### src/hw/actuator_cmd_pkg.sv
package actuator_cmd_pkg;

  // Command word bit positions
  localparam int CMD_STOP        = 0;
  localparam int CMD_CLOSE       = 1;
  localparam int CMD_OPEN        = 2;
  localparam int CMD_ESD         = 3;
  localparam int CMD_POS_ENABLE  = 4;
  localparam int CMD_PART_STROKE = 5;
  localparam logic [15:0] CMD_USED_MASK = 16'h003F;
  localparam logic [15:0] CMD_POSITION  = 16'h0010;

  // Position demand, per mille of travel
  localparam int          DEMAND_W   = 10;
  localparam logic [15:0] DEMAND_MAX = 16'h03E8;
  localparam logic [9:0]  DEMAND_ZERO = 10'h000;
  localparam logic [9:0]  DEMAND_FULL = 10'h3E8;
  // Two percent of travel for clearing obstructed and jammed
  localparam logic [9:0]  MOVE_CLEAR_DELTA = 10'h014;

  // Relay and port words
  localparam int          RELAY_N       = 4;
  localparam logic [15:0] PORT_MIN      = 16'h0001;
  localparam logic [15:0] PORT_MAX      = 16'h000A;
  localparam int          PORT_W        = 4;

  // Status word 0 bits driven by this block
  localparam int ST0_OBSTRUCTED = 10;
  localparam int ST0_JAMMED     = 11;
  localparam int ST0_POSITIONING = 14;
  // Status word 1 reserved bit
  localparam int ST1_RESERVED   = 9;
  // Status word 0 board bits used by the command logic
  localparam int ST0_CLOSE_LIMIT = 1;
  localparam int ST0_OPEN_LIMIT  = 2;

  // Status stream: two 16-bit words, MSB first
  localparam int          STREAM_W    = 32;
  localparam logic [4:0]  STREAM_LAST = 5'h1F;

  // Active command
  typedef enum logic [6:0] {
    ACT_IDLE   = 7'b0000001,
    ACT_STOP   = 7'b0000010,
    ACT_CLOSE  = 7'b0000100,
    ACT_OPEN   = 7'b0001000,
    ACT_ESD    = 7'b0010000,
    ACT_POS    = 7'b0100000,
    ACT_STROKE = 7'b1000000
  } action_t;

endpackage

### src/hw/actuator_cmd_ctrl.sv
// Operation
// - Command bits: stop, close, open, emergency, position enable, partial stroke; rest reserved.
// - An accepted single-bit command starts its action and replaces the previous one.
// - Command words with several of bits 0 to 5 set are ignored whole; action stays unchanged.
// - Demand 0 to 1000 maps linearly to 0.0 to 100.0 percent travel.
// - Position enable drives toward the current demand and cancels other commands.
// - Without limited range, 0% demand means full close, 100% full open.
// - With limited range, 0% at closed limit and 100% at open are ignored.
// - Relay word bits 0 to 3 drive four relays; one energises, zero releases.
// - Relays hold while power is off and are released when power returns.
// - Port selection only in configuration ten, values one to ten select ports.
// - A changed port word moves to that port; return to remote re-adopts it.
// - Without selector variant, network disable plus emergency input blocks network motion commands, no emergency function.
// - Selector variant accepts network commands only while the selector is in run.
// - Variant acts on latest command; priority emergency, close, open, stop, positioning.
// - Status streams word 0 bit 15 to 0, then word 1 bit 15 to 0.
// - Status word 0 carries motion, limits, selector, alarm and positioning indications.
// - Status word 1 low byte carries battery, interlocks, auxiliary inputs, slow mode.
// - Status word 1 high byte carries configuration, contention, stroke and redundancy flags.
// - Slow mode bit is reported only and never changes actuator motion.
// - Positioning tracks demand updates and ends when another command bit is written.
// - Obstructed and jammed stay set until position moves by two percent.
`timescale 1ns/1ps

module actuator_cmd_ctrl
  import actuator_cmd_pkg::*;
(
  // Clock and reset
  input  wire logic                I_CLK,
  input  wire logic                I_RST_N,
  // Cyclic output words from the fieldbus side
  input  wire logic                i_CMD_WR,
  input  wire logic [15:0]         i_CMD_WORD,
  input  wire logic                i_DEMAND_WR,
  input  wire logic [15:0]         i_DEMAND_WORD,
  input  wire logic                i_RELAY_WR,
  input  wire logic [15:0]         i_RELAY_WORD,
  input  wire logic                i_PORT_WR,
  input  wire logic [15:0]         i_PORT_WORD,
  // Parameterisation, same clock
  input  wire logic                i_NET_DISABLE,
  input  wire logic                i_SELECTOR_VARIANT,
  input  wire logic                i_LIMITED_RANGE,
  input  wire logic                i_CONFIG_TEN,
  // Actuator main board pins
  input  wire logic                i_REMOTE,
  input  wire logic                i_ESD_INPUT,
  input  wire logic                i_POWER_OK,
  input  wire logic                i_OBSTRUCT_EVT,
  input  wire logic                i_JAM_EVT,
  input  wire logic [DEMAND_W-1:0] i_POSITION,
  input  wire logic [15:0]         i_BOARD_STATUS0,
  input  wire logic [15:0]         i_BOARD_STATUS1,
  // Actuator commands
  output logic                     o_DRIVE_ESD,
  output logic                     o_DRIVE_CLOSE,
  output logic                     o_DRIVE_OPEN,
  output logic                     o_DRIVE_STOP,
  output logic                     o_POSITION_ACTIVE,
  output logic [DEMAND_W-1:0]      o_POSITION_TARGET,
  output logic                     o_PART_STROKE,
  output logic [RELAY_N-1:0]       o_RELAY,
  output logic [PORT_W-1:0]        o_PORT_TARGET,
  output logic                     o_PORT_GO,
  // Status towards the fieldbus side
  output logic [15:0]              o_STATUS_WORD0,
  output logic [15:0]              o_STATUS_WORD1,
  output logic                     o_STATUS_BIT,
  output logic                     o_STATUS_FRAME
);

  typedef struct packed {
    // Pin synchronisers, first and second stage
    logic                remote_s1;
    logic                remote_s2;
    logic                esd_s1;
    logic                esd_s2;
    logic                power_s1;
    logic                power_s2;
    logic                obst_s1;
    logic                obst_s2;
    logic                jam_s1;
    logic                jam_s2;
    logic [DEMAND_W-1:0] pos_s1;
    logic [DEMAND_W-1:0] pos_s2;
    logic [15:0]         st0_s1;
    logic [15:0]         st0_s2;
    logic [15:0]         st1_s1;
    logic [15:0]         st1_s2;
    // Edge history
    logic                remote_prev;
    logic                power_prev;
    // Command state
    action_t             action;
    logic [DEMAND_W-1:0] demand;
    logic [RELAY_N-1:0]  relay;
    logic [PORT_W-1:0]   port;
    logic                port_go;
    logic                obstructed;
    logic                jammed;
    logic [DEMAND_W-1:0] ref_pos;
    // Resolved drive outputs
    logic                drv_esd;
    logic                drv_close;
    logic                drv_open;
    logic                drv_stop;
    logic                drv_pos;
    logic [DEMAND_W-1:0] drv_target;
    logic                drv_stroke;
    // Status
    logic [15:0]         status0;
    logic [15:0]         status1;
    logic [STREAM_W-1:0] stream;
    logic [4:0]          stream_cnt;
    logic                stream_bit;
    logic                stream_frame;
  } state_t;

  state_t q;
  state_t next_q;

  function automatic logic is_onehot(input logic [15:0] w);
    return (w != 16'h0000) && ((w & (w - 16'h0001)) == 16'h0000);
  endfunction

  function automatic logic [DEMAND_W-1:0] abs_diff(input logic [DEMAND_W-1:0] a,
                                                  input logic [DEMAND_W-1:0] b);
    return (a > b) ? (a - b) : (b - a);
  endfunction

  logic [15:0]   cmd_used;
  logic          net_allowed;
  logic          net_blocked;
  logic          hw_esd;
  logic          at_closed;
  logic          at_open;
  logic          pos_close;
  logic          pos_open;
  logic          pos_run;
  logic          moved_enough;
  logic [PORT_W-1:0] port_new;

  always_comb begin
    next_q = q;

    // Two-stage synchronisers for actuator board pins
    next_q.remote_s1 = i_REMOTE;
    next_q.remote_s2 = q.remote_s1;
    next_q.esd_s1    = i_ESD_INPUT;
    next_q.esd_s2    = q.esd_s1;
    next_q.power_s1  = i_POWER_OK;
    next_q.power_s2  = q.power_s1;
    next_q.obst_s1   = i_OBSTRUCT_EVT;
    next_q.obst_s2   = q.obst_s1;
    next_q.jam_s1    = i_JAM_EVT;
    next_q.jam_s2    = q.jam_s1;
    // Multi-bit pins are slow levels; a skewed sample lasts one cycle only
    next_q.pos_s1    = i_POSITION;
    next_q.pos_s2    = q.pos_s1;
    next_q.st0_s1    = i_BOARD_STATUS0;
    next_q.st0_s2    = q.st0_s1;
    next_q.st1_s1    = i_BOARD_STATUS1;
    next_q.st1_s2    = q.st1_s1;
    next_q.remote_prev = q.remote_s2;
    next_q.power_prev  = q.power_s2;

    at_closed = q.st0_s2[ST0_CLOSE_LIMIT];
    at_open   = q.st0_s2[ST0_OPEN_LIMIT];

    net_blocked = i_NET_DISABLE && !i_SELECTOR_VARIANT && q.esd_s2;
    hw_esd = q.esd_s2 && !(i_NET_DISABLE && !i_SELECTOR_VARIANT);
    net_allowed = q.remote_s2 && !net_blocked;

    cmd_used = i_CMD_WORD & CMD_USED_MASK;

    if (i_CMD_WR && net_allowed && is_onehot(cmd_used)) begin
      unique case (1'b1)
        cmd_used[CMD_STOP]:        next_q.action = ACT_STOP;
        cmd_used[CMD_CLOSE]:       next_q.action = ACT_CLOSE;
        cmd_used[CMD_OPEN]:        next_q.action = ACT_OPEN;
        cmd_used[CMD_ESD]:         next_q.action = ACT_ESD;
        cmd_used[CMD_POS_ENABLE]:  next_q.action = ACT_POS;
        cmd_used[CMD_PART_STROKE]: next_q.action = ACT_STROKE;
        default:                   next_q.action = q.action;
      endcase
    end

    if (i_DEMAND_WR && (i_DEMAND_WORD <= DEMAND_MAX)) begin
      next_q.demand = i_DEMAND_WORD[DEMAND_W-1:0];
    end

    pos_close = (q.action == ACT_POS) && !i_LIMITED_RANGE && (q.demand == DEMAND_ZERO);
    pos_open  = (q.action == ACT_POS) && !i_LIMITED_RANGE && (q.demand == DEMAND_FULL);
    pos_run = (q.action == ACT_POS) && !pos_close && !pos_open
              && !(i_LIMITED_RANGE && (q.demand == DEMAND_ZERO) && at_closed)
              && !(i_LIMITED_RANGE && (q.demand == DEMAND_FULL) && at_open);

    next_q.drv_esd    = (q.action == ACT_ESD) || hw_esd;
    next_q.drv_close  = !next_q.drv_esd && ((q.action == ACT_CLOSE) || pos_close);
    next_q.drv_open   = !next_q.drv_esd && !next_q.drv_close
                        && ((q.action == ACT_OPEN) || pos_open);
    next_q.drv_stop   = !next_q.drv_esd && !next_q.drv_close && !next_q.drv_open
                        && (q.action == ACT_STOP);
    next_q.drv_pos    = !next_q.drv_esd && !next_q.drv_close && !next_q.drv_open
                        && !next_q.drv_stop && pos_run;
    next_q.drv_target = q.demand;
    next_q.drv_stroke = !next_q.drv_esd && (q.action == ACT_STROKE);

    if (q.power_s2 && !q.power_prev) begin
      next_q.relay = '0;
    end else if (i_RELAY_WR && q.power_s2) begin
      next_q.relay = i_RELAY_WORD[RELAY_N-1:0];
    end

    next_q.port_go = 1'b0;
    port_new = i_PORT_WORD[PORT_W-1:0];
    if (i_PORT_WR && i_CONFIG_TEN && net_allowed
        && (i_PORT_WORD >= PORT_MIN) && (i_PORT_WORD <= PORT_MAX)) begin
      if (port_new != q.port) begin
        next_q.port    = port_new;
        next_q.port_go = 1'b1;
      end
    end
    if (i_CONFIG_TEN && q.remote_s2 && !q.remote_prev && (q.port != '0)) begin
      next_q.port_go = 1'b1;
    end

    moved_enough = abs_diff(q.pos_s2, q.ref_pos) >= MOVE_CLEAR_DELTA;
    if (moved_enough) begin
      next_q.obstructed = 1'b0;
      next_q.jammed     = 1'b0;
    end
    // New events win over the clear in the same cycle
    if (q.obst_s2) begin
      next_q.obstructed = 1'b1;
    end
    if (q.jam_s2) begin
      next_q.jammed = 1'b1;
    end
    if (q.obst_s2 || q.jam_s2 || !(q.obstructed || q.jammed)) begin
      next_q.ref_pos = q.pos_s2;
    end

    next_q.status0 = q.st0_s2;
    next_q.status0[ST0_OBSTRUCTED]  = q.obstructed;
    next_q.status0[ST0_JAMMED]      = q.jammed;
    next_q.status0[ST0_POSITIONING] = q.drv_pos;
    next_q.status1 = q.st1_s2;
    next_q.status1[ST1_RESERVED] = 1'b0;

    next_q.stream_frame = 1'b0;
    if (q.stream_cnt == STREAM_LAST) begin
      next_q.stream       = {q.status0, q.status1};
      next_q.stream_cnt   = '0;
      next_q.stream_frame = 1'b1;
    end else begin
      next_q.stream     = {q.stream[STREAM_W-2:0], 1'b0};
      next_q.stream_cnt = q.stream_cnt + 5'h01;
    end
    next_q.stream_bit = (q.stream_cnt == STREAM_LAST) ? q.status0[15]
                                                      : q.stream[STREAM_W-2];
  end

  always_ff @(posedge I_CLK or negedge I_RST_N) begin
    if (!I_RST_N) begin
      q        <= '0;
      q.action <= ACT_IDLE;
      // First frame starts on the first edge after release
      q.stream_cnt <= STREAM_LAST;
    end else begin
      q <= next_q;
    end
  end

  assign o_DRIVE_ESD       = q.drv_esd;
  assign o_DRIVE_CLOSE     = q.drv_close;
  assign o_DRIVE_OPEN      = q.drv_open;
  assign o_DRIVE_STOP      = q.drv_stop;
  assign o_POSITION_ACTIVE = q.drv_pos;
  assign o_POSITION_TARGET = q.drv_target;
  assign o_PART_STROKE     = q.drv_stroke;
  assign o_RELAY           = q.relay;
  assign o_PORT_TARGET     = q.port;
  assign o_PORT_GO         = q.port_go;
  assign o_STATUS_WORD0    = q.status0;
  assign o_STATUS_WORD1    = q.status1;
  assign o_STATUS_BIT      = q.stream_bit;
  assign o_STATUS_FRAME    = q.stream_frame;

endmodule // actuator_cmd_ctrl

### config.mk
export PLATFORM = sky130hd
export DESIGN_NAME = actuator_cmd_ctrl
export DESIGN_NICKNAME = d
export VERILOG_FILES = /design/src/hw/actuator_cmd_pkg.sv /design/src/hw/actuator_cmd_ctrl.sv
export SDC_FILE = /design/constraint.sdc
export NUM_CORES = 1
export LEC_CHECK = 0
export BUFFER_PORTS_ARGS = -buffer_cell sky130_fd_sc_hd__buf_4
export CAP_MARGIN = 20
export CORE_ASPECT_RATIO = 1.75
export CORE_UTILIZATION = 58
export DETAILED_ROUTE_END_ITERATION = 16
export GPL_TIMING_DRIVEN = 0
export PLACE_DENSITY = 0.86
export REMOVE_ABC_BUFFERS = 1
export SLEW_MARGIN = 0
export SYNTH_ARGS = -nofsm -noshare
export SYNTH_HDL_FRONTEND = slang
export SYNTH_SLANG_ARGS = --single-unit
### constraint.sdc
create_clock -name I_CLK -period 4.05 [get_ports I_CLK]
set_input_delay 0.405 -clock I_CLK [delete_from_list [all_inputs] [get_ports I_CLK]]
set_output_delay 0.405 -clock I_CLK [all_outputs]
set_load 0.05 [all_outputs]
==> metrics.yaml <==
status:
  status: "finished, final reports clean"
clock_tree:
  root_buffer: "clkbuf_16"
  htree_levels: 1
  worst_setup_hold_path_clk_slew_ps: 60
  cts_tree: "yes"
  cts_buffer_depth: 3
  post-cts-setup-buffers: 0
  clkLatencyLatePin_ps: 470
  numCtsBuffers: 20
  cts.hold.buffers_added: 1
  tritoncts_num_sinks: 211
  cts_repair_resize_count: 0
worst_setup_path:
  cp.arrival_ps: 3740
  startpoint: "q[87]"
  worstSetupStartpointType: "flop"
  critical_path.slowest_cell: "o311ai_0"
  timing.rr.end: "next_q[65]"
  path_depth: 11
  path_buf_inv: 1
  required_ps: 4460
  critPathMaxFanout: 3
  setup_slack_of_the_worst_register_to_register_path_ps: 720
  critical_path_class: "reg2reg"
  critical_path.cell_chain: "inv_1 -> ha_1 -> fa_1 -> nand2b_1 -> a21oi_1 -> nor3_1 -> o311ai_0 -> o41ai_1 -> nand4bb_1 -> mux2i_1 -> a31o_1"
  end_kind: "flop"
  r2r_path_start: "q[87]"
  critical_path.max_stage_delay_ps: 540
  critPathTopFamily: "compound AO/OA/AOI/OAI gates"
  ff2ff_path_depth: 11
placed_design:
  buffer_ports.inserted: 152
  gpl.final_weighted_congestion: 0.856
  place_worst_setup_slack_ps: 1020
  place.detailed.hpwl_um: 10500
timing:
  setup_viol_count_final: 0
  fin_crit_share_pct: 82.2
  worst-slew-pin-transition_ps: 859
  grt_setup_unrepaired: "false"
  fmax_ghz: 0.300
  fin_crit_ps: 3330
  setup_ws_ps: 720
  hold-worst-slack_ps: 35.4
  setup_total_negative_slack_ps: 0
  max_slew_margin_pct: 42.7
  report.final.hold_viol_count: 0
  timing.final.max_slew_violations: 0
  worst_clock_skew_ps: 6.53
route:
  via_count: 4806
  routedWlPerCell_um: 16.9
  antenna_violating_nets_post_route: 0
  drt_drc: 0
  route.detailed.vias_per_inst: 5.37
  detail_route.first_pass.iterations: 4
  detail_route.iter0.violations: 206
  postRouteWirelength_um: 15100
run:
  max-cap-violations: 0
power:
  power.leakage_nw: 4.63
  post-layout-total-power_mw: 4.75
  max-vdd-ir-drop_v: 0.000375
  power_per_cell_area_mw_per_mm2: 494
floorplanning:
  placement_rows: 56
  floorplan.io_pins: 180
  dieArea_mm2: 0.0143
  dieHeight_um: 157
  floorplan.core_area_mm2: 0.0135
  floorplan.die.width_um: 90.8
  initial_utilization_pct: 59.4
global_routing:
  first_global_vias: 5028
  grt_pass1_wl_um: 24500
  grt-ovfl-total: 0
  track_usage_pct: 21.8
  antenna_violations_before_repair: 0
  grt_start_max_net_pins: 112
synthesis:
  yosysUniqueCellTypes: 62
  multiplexer_share_of_the_synthesized_area_pct: 7.02
  synth_compound_gate_area_share_pct: 7.26
  yosys_register_bits: 211
  synthSimpleGateAreaFrac_pct: 7.57
  synth_async_sr_flop_share_pct: 100
  synth_top_family_by_area: "simple AND/OR/NAND/NOR gates"
  netlist_instances: 594
  synth_edf_count: 0
  yosysSeqAreaShare_pct: 66.1
  yosys_warnings: 0
  syn_area_per_cell_um2: 13.5
  synth_fa_ha_area_share_pct: 3.79
  synthXorXnorAreaFrac_pct: 1.31
  synthesis.area_mm2: 0.00800
  synth_top_flop_cell: "dfrtp_1"
hold_path:
  worst_hold_startpoint: "i_BOARD_STATUS0[15]"
  worstHoldPathType: "in2reg"
  hold-path-endpoint: "next_q[174]"
  hold-path-cell-count: 1
finish:
  layout_common_cells: "dfrtp_1, buf_4, mux2_2"
  filler_cells_inserted: 894
  share_of_cells_above_drive_strength_1_pct: 34.0
  final_core_utilization_pct: 71.4
  layout_commonest_cell: "dfrtp_1"
  final_net_count: 853
  antenna_cells: 0
  area_growth_syn_to_layout_pct: 20.2
through the flow:
| step | instance area [um^2] | std cells |
|---|---|---|
| 2_1_floorplan | 7560 | 532 |
| 3_3_place_gp | 8920 | 858 |
| 3_5_place_dp | 8970 | 860 |
| 4_1_cts | 9610 | 895 |
| 5_1_grt | 9610 | 895 |
| 6_report | 9610 | 895 |
how the worst max path moves through the flow:
stage                      end  slack, ps
floorplan           next_q[65]       1640
global placement    next_q[66]       1220
detailed placement  next_q[65]       1020
CTS                 next_q[65]        800
global route        next_q[66]        600
finish              next_q[65]        720
flip-flops by register name, summed over array words and instances, names as in the netlist, 4 cells and up:
| name | count |
|---|---|
| o_POSITION_TARGET | 10 |
| o_PORT_TARGET | 4 |
| o_STATUS_WORD1 | 15 |
| o_STATUS_WORD0 | 16 |
| q | 68 |
| o_RELAY | 4 |
| next_q | 83 |
worst reg2reg max path, delay by kind of cell, from the launching register on:
family          cells  cell delay (ps)
mux                 1              250
buf+inv             1               60
fa+ha+maj           2              610
simple gates        3              640
flops               1              360
compound gates      4             1340
layout make-up:
| class | count | area, um^2 | share of cell area [%] |
|---|---|---|---|
| clock buffer | 30 | 579 | 6.03 |
| clock inverter | 4 | 48.8 | 0.508 |
| inverter | 30 | 113 | 1.17 |
| multi-input combinational | 291 | 2170 | 22.5 |
| sequential | 211 | 5290 | 55.0 |
| tap | 174 | 218 | 2.27 |
| timing repair buffer | 155 | 1200 | 12.5 |
kinds of logic (layout without fill, tap and decap cells):
family                     Yosys count  count (layout)
other                                1               1
and+or+nand+nor                    117             117
muxes                               50              50
DFF                                211             211
AOI/OAI and AO/OA                   88              88
buffers and inverters               92             219
xor gates and xnor gates            12              12
adders and majority gates           23              23
synth_stat cells (4+ instances only):
master    instances  share of area [%]
nor2b_1           8               0.63
clkbuf_1          7               0.33
ha_1             21                3.3
buf_4            50                4.7
nand2_1          32                1.5
a21o_1            6               0.56
dfrtp_1         205                 64
o21ai_0          26                1.6
xnor2_1           4               0.44
inv_1            30                1.4
xor2_1            8               0.88
dfstp_2           6                2.0
nor2_1           21               0.99
nand3b_1          4               0.38
nand3_1          11               0.69
mux2_2           49                6.9
nor3_1           13               0.81
a21oi_1          21                1.3
power by group:
part | internal, mW | leakage (nW) | switching (mW)
logic | 0.254 | 1.76 | 0.411
registers | 2.24 | 2.56 | 0.0751
clock network | 1.05 | 0.308 | 0.721
total | 3.54 | 4.63 | 1.21
per-layer routing:
metal / up-vias / track usage (%) / wire [um]
met1: 2386 / 24.5 / 5450
met5: - / 0 / 0
met3: 35 / 5.31 / 1060
li1: 2208 / - / -
met4: 0 / 7.22 / 421
met2: 177 / 40.2 / 8170
No activity file was read; power rests on OpenSTA's default activity.
